[src/verilog/txsym_consts.svh]
// Constants for the transmit symbol pattern definition block
// Notes on behaviour
// - Bit 7 of rate select picks subcarrier for symbols 2/3: 0=424k, 1=848k
// - Bits 6..4 set symbols 2/3 bit rate, codes 2..7 = 26..848 kHz
// - Bit 3 of rate select picks subcarrier for symbols 0/1: 0=424k, 1=848k
// - Bits 2..0 set symbols 0/1 bit rate, same codes; 0 and 1 reserved
// - Symbol 0 pattern is high byte 4Dh joined to low byte 4Eh
// - Symbol 1 pattern is high byte 4Fh joined to low byte 50h
// - Symbol 2 pattern is one read/write byte at 51h
// - Symbol 3 pattern is one read/write byte at 52h
// - Bits 3..0 of 53h give symbol 0 bit count minus one
// - Bits 7..4 of 53h give symbol 1 bit count minus one
// - Bits 2..0 of 54h give symbol 2 bit count minus one; bit 3 reserved
// - Bits 6..4 of 54h give symbol 3 bit count minus one; bit 7 reserved
`ifndef TXSYM_CONSTS_SVH
`define TXSYM_CONSTS_SVH

// ==========================================================
// Register offsets and reset values
`define TXSYM_ADDR_RATE    8'h4c
`define TXSYM_ADDR_P0_HI   8'h4d
`define TXSYM_ADDR_P0_LO   8'h4e
`define TXSYM_ADDR_P1_HI   8'h4f
`define TXSYM_ADDR_P1_LO   8'h50
`define TXSYM_ADDR_P2      8'h51
`define TXSYM_ADDR_P3      8'h52
`define TXSYM_ADDR_LEN10   8'h53
`define TXSYM_ADDR_LEN32   8'h54
`define TXSYM_RESET_BYTE   8'h00
`define TXSYM_LEN32_MASK   8'h77

// ==========================================================
// Rates and cycle counts
`define TXSYM_CLK_HZ       40000000
`define TXSYM_BR_26K       26000
`define TXSYM_BR_53K       53000
`define TXSYM_BR_106K      106000
`define TXSYM_BR_212K      212000
`define TXSYM_BR_424K      424000
`define TXSYM_BR_848K      848000
`define TXSYM_SC_424K      424000
`define TXSYM_SC_848K      848000
`define TXSYM_DIV_26K      (`TXSYM_CLK_HZ / `TXSYM_BR_26K)
`define TXSYM_DIV_53K      (`TXSYM_CLK_HZ / `TXSYM_BR_53K)
`define TXSYM_DIV_106K     (`TXSYM_CLK_HZ / `TXSYM_BR_106K)
`define TXSYM_DIV_212K     (`TXSYM_CLK_HZ / `TXSYM_BR_212K)
`define TXSYM_DIV_424K     (`TXSYM_CLK_HZ / `TXSYM_BR_424K)
`define TXSYM_DIV_848K     (`TXSYM_CLK_HZ / `TXSYM_BR_848K)
`define TXSYM_SCH_424K     (`TXSYM_CLK_HZ / (2 * `TXSYM_SC_424K))
`define TXSYM_SCH_848K     (`TXSYM_CLK_HZ / (2 * `TXSYM_SC_848K))

// ==========================================================
// Bit rate codes
`define TXSYM_CODE_26K     3'h2
`define TXSYM_CODE_53K     3'h3
`define TXSYM_CODE_106K    3'h4
`define TXSYM_CODE_212K    3'h5
`define TXSYM_CODE_424K    3'h6
`define TXSYM_CODE_848K    3'h7

`endif

[src/verilog/txsym_pkg.sv]
// Types for the transmit symbol pattern definition block
package txsym_pkg;

  typedef enum logic [1:0] {
    TXSYM_IDLE = 2'b00,
    TXSYM_SEND = 2'b01,
    TXSYM_DONE = 2'b11
  } txsym_state_e;

  typedef struct packed {
    logic       upperPairSubcarrierSel;
    logic [2:0] upperPairBitrateSel;
    logic       lowerPairSubcarrierSel;
    logic [2:0] lowerPairBitrateSel;
  } txsym_rate_s;

  typedef struct packed {
    logic [3:0] secondPatternLength;
    logic [3:0] firstPatternLength;
  } txsym_len10_s;

  typedef struct packed {
    logic       rsvdHi;
    logic [2:0] fourthPatternLength;
    logic       rsvdLo;
    logic [2:0] thirdPatternLength;
  } txsym_len32_s;

endpackage : txsym_pkg

[src/verilog/txsym_top.sv]
// Transmit symbol pattern registers and symbol serialiser
`include "txsym_consts.svh"

module txsym_top (
  // Clock and reset
  input  wire logic       sys_clk,
  input  wire logic       rstn,
  // Register port
  input  wire logic [7:0] regAddr,
  input  wire logic [7:0] regWdata,
  input  wire logic       regWr,
  input  wire logic       regRd,
  output logic      [7:0] regRdata,
  // Symbol request from the encoder
  input  wire logic       symReq,
  input  wire logic [1:0] symSel,
  // Serial symbol output
  output logic            symBusy,
  output logic            symBit,
  output logic            symBitStrobe,
  output logic            symDone,
  output logic            symRefused,
  output logic            scSel848,
  output logic            scOut
);

  // ========================================================
  // Registers
  txsym_pkg::txsym_rate_s  rate_q;
  txsym_pkg::txsym_len10_s len10_q;
  txsym_pkg::txsym_len32_s len32_q;
  logic [7:0] p0Hi_q;
  logic [7:0] p0Lo_q;
  logic [7:0] p1Hi_q;
  logic [7:0] p1Lo_q;
  logic [7:0] p2_q;
  logic [7:0] p3_q;
  logic [7:0] regRdata_q;

  always_ff @(posedge sys_clk or negedge rstn) begin
    if (!rstn) begin
      rate_q  <= `TXSYM_RESET_BYTE;
      len10_q <= `TXSYM_RESET_BYTE;
      len32_q <= `TXSYM_RESET_BYTE;
      p0Hi_q  <= `TXSYM_RESET_BYTE;
      p0Lo_q  <= `TXSYM_RESET_BYTE;
      p1Hi_q  <= `TXSYM_RESET_BYTE;
      p1Lo_q  <= `TXSYM_RESET_BYTE;
      p2_q    <= `TXSYM_RESET_BYTE;
      p3_q    <= `TXSYM_RESET_BYTE;
    end else if (regWr) begin
      case (regAddr)
        `TXSYM_ADDR_RATE:  rate_q  <= regWdata;
        `TXSYM_ADDR_P0_HI: p0Hi_q  <= regWdata;
        `TXSYM_ADDR_P0_LO: p0Lo_q  <= regWdata;
        `TXSYM_ADDR_P1_HI: p1Hi_q  <= regWdata;
        `TXSYM_ADDR_P1_LO: p1Lo_q  <= regWdata;
        `TXSYM_ADDR_P2:    p2_q    <= regWdata;
        `TXSYM_ADDR_P3:    p3_q    <= regWdata;
        `TXSYM_ADDR_LEN10: len10_q <= regWdata;
        `TXSYM_ADDR_LEN32: len32_q <= regWdata & `TXSYM_LEN32_MASK;
        default: ;
      endcase
    end
  end

  // Read data stands only in the cycle after the strobe
  always_ff @(posedge sys_clk or negedge rstn) begin
    if (!rstn) begin
      regRdata_q <= `TXSYM_RESET_BYTE;
    end else if (regRd) begin
      case (regAddr)
        `TXSYM_ADDR_RATE:  regRdata_q <= rate_q;
        `TXSYM_ADDR_P0_HI: regRdata_q <= p0Hi_q;
        `TXSYM_ADDR_P0_LO: regRdata_q <= p0Lo_q;
        `TXSYM_ADDR_P1_HI: regRdata_q <= p1Hi_q;
        `TXSYM_ADDR_P1_LO: regRdata_q <= p1Lo_q;
        `TXSYM_ADDR_P2:    regRdata_q <= p2_q;
        `TXSYM_ADDR_P3:    regRdata_q <= p3_q;
        `TXSYM_ADDR_LEN10: regRdata_q <= len10_q;
        `TXSYM_ADDR_LEN32: regRdata_q <= len32_q;
        default:           regRdata_q <= `TXSYM_RESET_BYTE;
      endcase
    end else begin
      regRdata_q <= `TXSYM_RESET_BYTE;
    end
  end

  assign regRdata = regRdata_q;

  // ========================================================
  // Pattern and length selection
  logic [15:0] patOf [4];
  logic [3:0]  lenOf [4];
  logic        msbOf [4];

  assign patOf[0] = {p0Hi_q, p0Lo_q};
  assign patOf[1] = {p1Hi_q, p1Lo_q};
  assign patOf[2] = {8'h00, p2_q};
  assign patOf[3] = {8'h00, p3_q};
  assign lenOf[0] = len10_q.firstPatternLength;
  assign lenOf[1] = len10_q.secondPatternLength;
  assign lenOf[2] = {1'b0, len32_q.thirdPatternLength};
  assign lenOf[3] = {1'b0, len32_q.fourthPatternLength};

  // First bit sent is the top valid bit of each pattern
  for (genvar s = 0; s < 4; s++) begin : g_msb
    assign msbOf[s] = patOf[s][lenOf[s]];
  end

  logic [15:0] selPat;
  logic [3:0]  selLen;
  logic        selMsb;
  logic [2:0]  selCode;
  logic        selSc;
  logic        selRsvd;
  logic [10:0] selPeriod;

  assign selPat = patOf[symSel];
  assign selLen = lenOf[symSel];
  assign selMsb = msbOf[symSel];

  // Upper pair takes fields 7..4, lower pair fields 3..0
  assign selCode = symSel[1] ? rate_q.upperPairBitrateSel
                             : rate_q.lowerPairBitrateSel;
  assign selSc   = symSel[1] ? rate_q.upperPairSubcarrierSel
                             : rate_q.lowerPairSubcarrierSel;
  assign selRsvd = selCode < `TXSYM_CODE_26K;

  always_comb begin
    case (selCode)
      `TXSYM_CODE_26K:  selPeriod = 11'(`TXSYM_DIV_26K);
      `TXSYM_CODE_53K:  selPeriod = 11'(`TXSYM_DIV_53K);
      `TXSYM_CODE_106K: selPeriod = 11'(`TXSYM_DIV_106K);
      `TXSYM_CODE_212K: selPeriod = 11'(`TXSYM_DIV_212K);
      `TXSYM_CODE_424K: selPeriod = 11'(`TXSYM_DIV_424K);
      `TXSYM_CODE_848K: selPeriod = 11'(`TXSYM_DIV_848K);
      default:          selPeriod = 11'h001;
    endcase
  end

  // ========================================================
  // Serialiser
  txsym_pkg::txsym_state_e state_q;
  logic [15:0] patt_q;
  logic [3:0]  bitIdx_q;
  logic [3:0]  lenHeld_q;
  logic [10:0] period_q;
  logic [10:0] divCnt_q;
  logic        symBit_q;
  logic        symBitStrobe_q;
  logic        symDone_q;
  logic        symRefused_q;
  logic        scSel848_q;
  logic        symBusy_q;
  logic        accept;
  logic        bitEnd;

  assign accept = symReq && (state_q == txsym_pkg::TXSYM_IDLE) && !selRsvd;
  assign bitEnd = (state_q == txsym_pkg::TXSYM_SEND) && (divCnt_q == 11'h000);

  always_ff @(posedge sys_clk or negedge rstn) begin
    if (!rstn) begin
      state_q <= txsym_pkg::TXSYM_IDLE;
      symBusy_q <= 1'b0;
    end else begin
      unique case (state_q)
        txsym_pkg::TXSYM_IDLE: begin
          if (accept) begin
            state_q <= txsym_pkg::TXSYM_SEND;
            symBusy_q <= 1'b1;
          end
        end
        txsym_pkg::TXSYM_SEND: begin
          if (bitEnd && (bitIdx_q == 4'h0)) begin
            state_q <= txsym_pkg::TXSYM_DONE;
            symBusy_q <= 1'b0;
          end
        end
        txsym_pkg::TXSYM_DONE: state_q <= txsym_pkg::TXSYM_IDLE;
        default:               state_q <= txsym_pkg::TXSYM_IDLE;
      endcase
    end
  end

  // Pattern is latched so register writes cannot disturb a symbol in flight
  always_ff @(posedge sys_clk or negedge rstn) begin
    if (!rstn) begin
      patt_q     <= 16'h0000;
      lenHeld_q  <= 4'h0;
      period_q   <= 11'h001;
      scSel848_q <= 1'b0;
    end else if (accept) begin
      patt_q     <= selPat;
      lenHeld_q  <= selLen;
      period_q   <= selPeriod;
      scSel848_q <= selSc;
    end
  end

  always_ff @(posedge sys_clk or negedge rstn) begin
    if (!rstn) begin
      bitIdx_q       <= 4'h0;
      divCnt_q       <= 11'h000;
      symBit_q       <= 1'b0;
      symBitStrobe_q <= 1'b0;
    end else if (accept) begin
      bitIdx_q       <= selLen;
      divCnt_q       <= selPeriod - 11'h001;
      symBit_q       <= selMsb;
      symBitStrobe_q <= 1'b1;
    end else if (bitEnd && (bitIdx_q != 4'h0)) begin
      bitIdx_q       <= bitIdx_q - 4'h1;
      divCnt_q       <= period_q - 11'h001;
      symBit_q       <= patt_q[bitIdx_q - 4'h1];
      symBitStrobe_q <= 1'b1;
    end else begin
      if (state_q == txsym_pkg::TXSYM_SEND) begin
        divCnt_q <= divCnt_q - 11'h001;
      end
      if (state_q != txsym_pkg::TXSYM_SEND) begin
        symBit_q <= 1'b0;
      end
      symBitStrobe_q <= 1'b0;
    end
  end

  always_ff @(posedge sys_clk or negedge rstn) begin
    if (!rstn) begin
      symDone_q    <= 1'b0;
      symRefused_q <= 1'b0;
    end else begin
      symDone_q    <= bitEnd && (bitIdx_q == 4'h0);
      symRefused_q <= symReq && !accept;
    end
  end

  // ========================================================
  // Subcarrier square wave during a symbol
  logic [5:0] scCnt_q;
  logic       scOut_q;

  always_ff @(posedge sys_clk or negedge rstn) begin
    if (!rstn) begin
      scCnt_q <= 6'h00;
      scOut_q <= 1'b0;
    end else if (state_q != txsym_pkg::TXSYM_SEND) begin
      scCnt_q <= 6'h00;
      scOut_q <= 1'b0;
    end else if (scCnt_q == 6'h00) begin
      scCnt_q <= scSel848_q ? 6'(`TXSYM_SCH_848K - 1)
                            : 6'(`TXSYM_SCH_424K - 1);
      scOut_q <= !scOut_q;
    end else begin
      scCnt_q <= scCnt_q - 6'h01;
    end
  end

  assign symBusy      = symBusy_q;
  assign symBit       = symBit_q;
  assign symBitStrobe = symBitStrobe_q;
  assign symDone      = symDone_q;
  assign symRefused   = symRefused_q;
  assign scSel848     = scSel848_q;
  assign scOut        = scOut_q;

  // ========================================================
  // Checks
  logic [10:0] sinceStrobe_q;
  logic [4:0]  bitsSent_q;

  always_ff @(posedge sys_clk or negedge rstn) begin
    if (!rstn) begin
      sinceStrobe_q <= 11'h000;
      bitsSent_q    <= 5'h00;
    end else begin
      sinceStrobe_q <= symBitStrobe_q ? 11'h000 : sinceStrobe_q + 11'h001;
      if (accept) begin
        bitsSent_q <= 5'h00;
      end else if (symBitStrobe_q) begin
        bitsSent_q <= bitsSent_q + 5'h01;
      end
    end
  end

  property p_upper_sc;
    @(posedge sys_clk) disable iff (!rstn)
      accept && symSel[1] |=> scSel848_q == $past(rate_q.upperPairSubcarrierSel);
  endproperty
  a_upper_sc: assert property (p_upper_sc) else $error("upper subcarrier wrong");

  property p_lower_sc;
    @(posedge sys_clk) disable iff (!rstn)
      accept && !symSel[1] |=> scSel848_q == $past(rate_q.lowerPairSubcarrierSel);
  endproperty
  a_lower_sc: assert property (p_lower_sc) else $error("lower subcarrier wrong");

  property p_rsvd_refused;
    @(posedge sys_clk) disable iff (!rstn)
      symReq && selRsvd |=> symRefused_q && (state_q != txsym_pkg::TXSYM_SEND);
  endproperty
  a_rsvd_refused: assert property (p_rsvd_refused) else $error("reserved rate taken");

  property p_bit_period;
    @(posedge sys_clk) disable iff (!rstn)
      symBitStrobe_q && symBusy && $past(symBusy) |-> sinceStrobe_q == period_q - 11'h001;
  endproperty
  a_bit_period: assert property (p_bit_period) else $error("bit period wrong");

  property p_first0;
    @(posedge sys_clk) disable iff (!rstn)
      accept && symSel == 2'h0 |=> symBit_q == $past(msbOf[0]);
  endproperty
  a_first0: assert property (p_first0) else $error("symbol 0 first bit wrong");

  property p_first1;
    @(posedge sys_clk) disable iff (!rstn)
      accept && symSel == 2'h1 |=> symBit_q == $past(msbOf[1]);
  endproperty
  a_first1: assert property (p_first1) else $error("symbol 1 first bit wrong");

  property p_first2;
    @(posedge sys_clk) disable iff (!rstn)
      accept && symSel == 2'h2 |=> symBit_q == $past(msbOf[2]);
  endproperty
  a_first2: assert property (p_first2) else $error("symbol 2 first bit wrong");

  property p_first3;
    @(posedge sys_clk) disable iff (!rstn)
      accept && symSel == 2'h3 |=> symBit_q == $past(msbOf[3]);
  endproperty
  a_first3: assert property (p_first3) else $error("symbol 3 first bit wrong");

  property p_bit_count;
    @(posedge sys_clk) disable iff (!rstn)
      symDone_q |-> bitsSent_q == {1'b0, lenHeld_q} + 5'h01;
  endproperty
  a_bit_count: assert property (p_bit_count) else $error("bit count wrong");

  property p_len32_rsvd;
    @(posedge sys_clk) disable iff (!rstn)
      regRd && regAddr == `TXSYM_ADDR_LEN32 |=> !regRdata_q[7] && !regRdata_q[3];
  endproperty
  a_len32_rsvd: assert property (p_len32_rsvd) else $error("reserved bit set");

  property p_bit_order;
    @(posedge sys_clk) disable iff (!rstn)
      symBitStrobe_q && symBusy && $past(symBusy) |->
        bitIdx_q == $past(bitIdx_q) - 4'h1 && symBit_q == patt_q[bitIdx_q];
  endproperty
  a_bit_order: assert property (p_bit_order) else $error("bit order wrong");

  c_sym0_done: cover property (@(posedge sys_clk) disable iff (!rstn)
    accept && symSel == 2'h0 ##[1:1000] symDone_q);
  c_sym3_done: cover property (@(posedge sys_clk) disable iff (!rstn)
    accept && symSel == 2'h3 ##[1:1000] symDone_q);
  c_refused: cover property (@(posedge sys_clk) disable iff (!rstn) symRefused_q);
  c_sc_toggle: cover property (@(posedge sys_clk) disable iff (!rstn) $rose(scOut_q));

endmodule : txsym_top

[config.mk]
export PLATFORM = sky130hd
export DESIGN_NAME = txsym_top
export DESIGN_NICKNAME = d
export VERILOG_FILES = /design/src/verilog/txsym_pkg.sv /design/src/verilog/txsym_top.sv
export VERILOG_INCLUDE_DIRS = /design/src /design/src/verilog
export SDC_FILE = /design/constraint.sdc
export NUM_CORES = 1
export LEC_CHECK = 0
export ABC_CLOCK_PERIOD_IN_PS = 2800
export BUFFER_PORTS_ARGS = -buffer_cell sky130_fd_sc_hd__buf_4
export CAP_MARGIN = 20
export CORE_MARGIN = 3
export CORE_UTILIZATION = 30
export DETAILED_ROUTE_END_ITERATION = 16
export PLACE_DENSITY = 0.47
export RECOVER_POWER = 100
export SLEW_MARGIN = 25
export SYNTH_ARGS = -nofsm -noshare
export SYNTH_HDL_FRONTEND = slang
export SYNTH_SLANG_ARGS = --single-unit
[constraint.sdc]
create_clock -name sys_clk -period 2.8 [get_ports sys_clk]
set_input_delay 0.42 -clock sys_clk [delete_from_list [all_inputs] [get_ports sys_clk]]
set_output_delay 0.42 -clock sys_clk [all_outputs]
set_load 0.01 [all_outputs]
==> metrics.md <==
| Metric | Value |
|---|---|
| TritonRoute pass-1 iters | `5` |
| Sink Count | `135` |
| Final Hold Vio Count | `0` |
| Crit path arrival time | `3.00 ns` |
| Post-DP HPWL | `14500 um` |
| Reg2Reg Capture Point | `divCnt_q[9]$_DFFE_PN0P_` |
| Area growth syn-to-layout | `20.4%` |
| Area share of the largest cell type after synthesis | `0.475` |
| Clock Tree Buf Depth | `2` |
| VDD IR max | `~0.00037 V` |
| Max cap viols | `0` |
| Final Slew Violations | `0` |
| Drt drc | `0` |
| R2R Path Start | `state_q[0]$_DFFE_PN0P_` |
| FF+latch count, synth | `135` |
| P_sw | `0.00191 W` |
| Wire length per cell | `~21 um` |
| Placement Rows | `55` |
| Tightest Pin Transition | `1.22 ns` |
| Hold slack | `approximately 0.22 ns` |
| Cells along the critical path | `or3b_1 > a21oi_2 > mux2_2 > nor3_1 > nand3_1 > or3_1 > a31oi_1` |
| Cell Area, Synth | `7060 sq um` |
| Max incr delay on CP | `~0.57 ns` |
| Chip Height | `159 um` |
| CTS tree | `yes` |
| Min-delay src | `symReq` |
| Clk root buf | `clkbuf_16` |
| First DRT Iteration DRCs | `328` |
| Peak Freq | `0.375 GHz` |
| Top Metal Used | `met4` |
| GR Overflow Total | `0` |
| Placeable Area | `roughly 23000 sq um` |
| RSZ-0062 raised after global routing | `no` |
| Syn avg cell area | `12.5 sq um` |
| Area contributors post-synth | `dfrtp_1 47%, mux4_2 13%, mux2_2 13%, nand2_1 3.3%, nor2_1 2.4%` |
| Clk_lat worst skew | `0.42 ns` |
| Multi-input gate area | `approximately 3600 sq um` |
| Synth Instances | `between 500 and 600` |
| Largest net degree at the start of global routing | `between 50 and 60` |
| Startpoint class of the critical path | `register` |
| Routed wire length | `19800 um` |
| Kind of critical path | `reg -> reg` |
| Peak fanout along the critical path | `9` |
| WHS Endpoint | `symRefused$_DFF_PN0_` |
| Ys Warns | `0` |
| Setup violators final | `0` |
| M1 wire length | `9260 um` |
| Seq/Total Area, Yosys | `0.478` |
| Hold Crit Class | `in -> reg` |
| Post-DRT Antenna Nets | `0` |
| Cell-internal power | `0.00441 W` |
| Top post-synthesis cells by count | `134 x dfrtp_1, 79 x mux2_2, 63 x nand2_1, 45 x nor2_1, 40 x mux4_2` |
| Library cells used by synthesis | `60` |
| Tot Pwr | `0.00632 W` |
| Num CTS Buffers | `17` |
| Fraction of layout cells with a size suffix above 1 | `0.347` |
| Post-synth EDFFs | `0` |
| Switching Share | `0.302` |
| Vias per Instance | `5.26` |
| Type of destination of the critical path | `register` |
| I/O Buffers | `37` |
| R2R cell count | `7` |
| Routed via count | `5025` |
| RD Place Congestion | `around 0.87` |
| Most common cell in the synthesized netlist | `dfrtp_1` |
| Critical Path RT | `approximately 3.1 ns` |
| Clock share of power | `0.389` |
| Vias in the first global route | `approximately 5200` |
| Fraction of the cycle the final worst path needs | `0.952` |
| Met2 wire len | `a little over 9000 um` |
| Slew HR | `0.186` |
| Starting Density | `0.308` |
| Minimum clock period | `between 2 and 3 ns` |
| Seq. cell area | `3380 sq um` |
| Async SR Flop Fraction | `1.00` |
| Initial antenna violation count | `0` |
| Clock-pin slew on the worst setup and hold paths | `around 0.070 ns` |
| Antenna diodes | `0` |
| All-Layer GR Usage | `0.160` |
| Top Ports | `38` |
| H-Tree Depth | `4` |
| Nets@finish | `657` |
| Die footprint | `25400 sq um` |
| Setup TNS | `0 ns` |
| First-pass GRT wire length | `31700 um` |
| Hold depth | `2` |
| Leakage | `3.74 nW` |
| Skew final | `between 0.01 and 0.015 ns` |
| Post-synthesis net count | `593` |
| Die width | `159 um` |
| Fillcell total | `~2200` |
| Worst reg-to-reg setup slack | `roughly 0.13 ns` |
| Status | `completed` |
| Cell taking the most area after synthesis | `dfrtp_1` |
| Gate power share | `0.216` |
| Reg power frac | `0.395` |
| Met3 WL | `1120 um` |
| Ys flop type | `dfrtp_1` |
| Cell Pwr Density | `742 nW/um^2` |
| Slowest-stage cell, CP | `or3b_1` |
## kinds of logic after synthesis
family / Yosys count / synth area share
simple gates: 150 / 0.101
mux: 138 / 0.288
flops: 135 / 0.478
compound gates: 87 / 0.0866
buf+inv: 37 / 0.0211
xor+xnor: 15 / 0.0186
fa+ha+maj: 4 / 0.00708
## power by group through the flow
stage                     Clock, W  Sequential, W  Combinational, W
after floorplan                  0        0.00242          0.000952
after global placement           0        0.00251           0.00134
after detailed placement         0        0.00251           0.00137
after CTS                  0.00251        0.00248           0.00137
after global routing       0.00260        0.00253           0.00152
final                      0.00246        0.00250           0.00136
## layout by cell type, fill, tap and decap left out, drive strengths merged, types with 2 or more instances in the layout
cell type | netlist | layout
mux4 | 41 | 41
o21ai | 19 | 19
nor4 | 4 | 4
nand4 | 3 | 3
nand4b | 2 | 2
nand3b | 2 | 2
clkbuf | 18 | 41
a221o | 4 | 4
xnor2 | 8 | 8
bufinv | 0 | 4
a32oi | 2 | 2
xor2 | 7 | 7
inv | 11 | 15
nand2 | 63 | 63
buf | 8 | 49
o31ai | 9 | 9
dfrtp | 134 | 134
nor2 | 45 | 45
a2111o | 2 | 2
or3b | 3 | 3
mux2 | 82 | 82
a22oi | 8 | 8
a21oi | 18 | 18
ha | 4 | 4
a21o | 4 | 4
nor3 | 9 | 9
nor3b | 6 | 6
nand3 | 5 | 5
mux2i | 15 | 15
a211oi | 2 | 2
a32o | 2 | 2
a221oi | 9 | 9
clkinv | 0 | 3
## worst max-delay path, delay by kind of cell (launching register included)
kind | cells | cell delay [ns]
AND/OR/NAND/NOR | 4 | 1.42
AO/OA/AOI/OAI | 2 | 0.39
multiplexers | 1 | 0.36
flip-flops | 1 | 0.41
## sequential cells by signal, indices dropped and copies added, names as in the netlist, 2 cells and up
register,cells
p0Lo_q,8
p1Hi_q,8
period_q,11
len32_q,6
rate_q,8
patt_q,16
p1Lo_q,8
regRdata,8
p2_q,8
p3_q,8
divCnt_q,11
p0Hi_q,8
bitIdx_q,4
state_q,2
scCnt_q,6
len10_q,8
## per-stage QoR
step | setup WS [ns] | cells | area, sq um | utilization
floorplan | 0.0405 | 566 | 7080 | -
global placement | 0.106 | 921 | 7900 | 0.345
detailed placement | 0.0582 | 921 | 7900 | 0.345
CTS | 0.111 | 954 | 8550 | 0.373
global route | 0.00104 | 956 | 8510 | 0.371
finish | 0.134 | 956 | 8510 | 0.371
## worst max-delay path by stage
stage                                  from                        to  slack, ns  cells past startpoint
global route         state_q[0]$_DFFE_PN0P_   divCnt_q[9]$_DFFE_PN0P_      0.001                      7
detailed placement                   symReq   divCnt_q[9]$_DFFE_PN0P_       0.06                      8
global placement                     symReq   divCnt_q[9]$_DFFE_PN0P_       0.11                      8
CTS                  state_q[0]$_DFFE_PN0P_   divCnt_q[9]$_DFFE_PN0P_       0.11                      7
finish               state_q[0]$_DFFE_PN0P_   divCnt_q[9]$_DFFE_PN0P_       0.13                      7
floorplan           bitIdx_q[0]$_DFFE_PN0P_  divCnt_q[10]$_DFFE_PN0P_       0.04                     13
## routing by layer
layer / up-vias / global-route usage
li1: 2257 / -
met1: 2611 / 0.232
met2: 139 / 0.240
met3: 18 / 0.0377
met4: 0 / 0.0450
met5: - / 0
## what timing repair did
action | 4_1_cts | 5_1_grt
setup buffers | 0 | 2
hold buffers | 1 | 0
endpoints found under the setup margin | 0 | 2
resized for setup | 0 | 6
hold endpoints to repair | 47 | 0
## area by class of cell
class / instances / area share
Clock buffer: 20 / 0.0537
Clock inverter: 12 / 0.0222
Inverter: 11 / 0.00485
Multi-Input combinational cell: 394 / 0.422
Sequential cell: 135 / 0.397
Tap cell: 313 / 0.0460
Timing Repair Buffer: 71 / 0.0541
(Power assumes the default switching activity.)
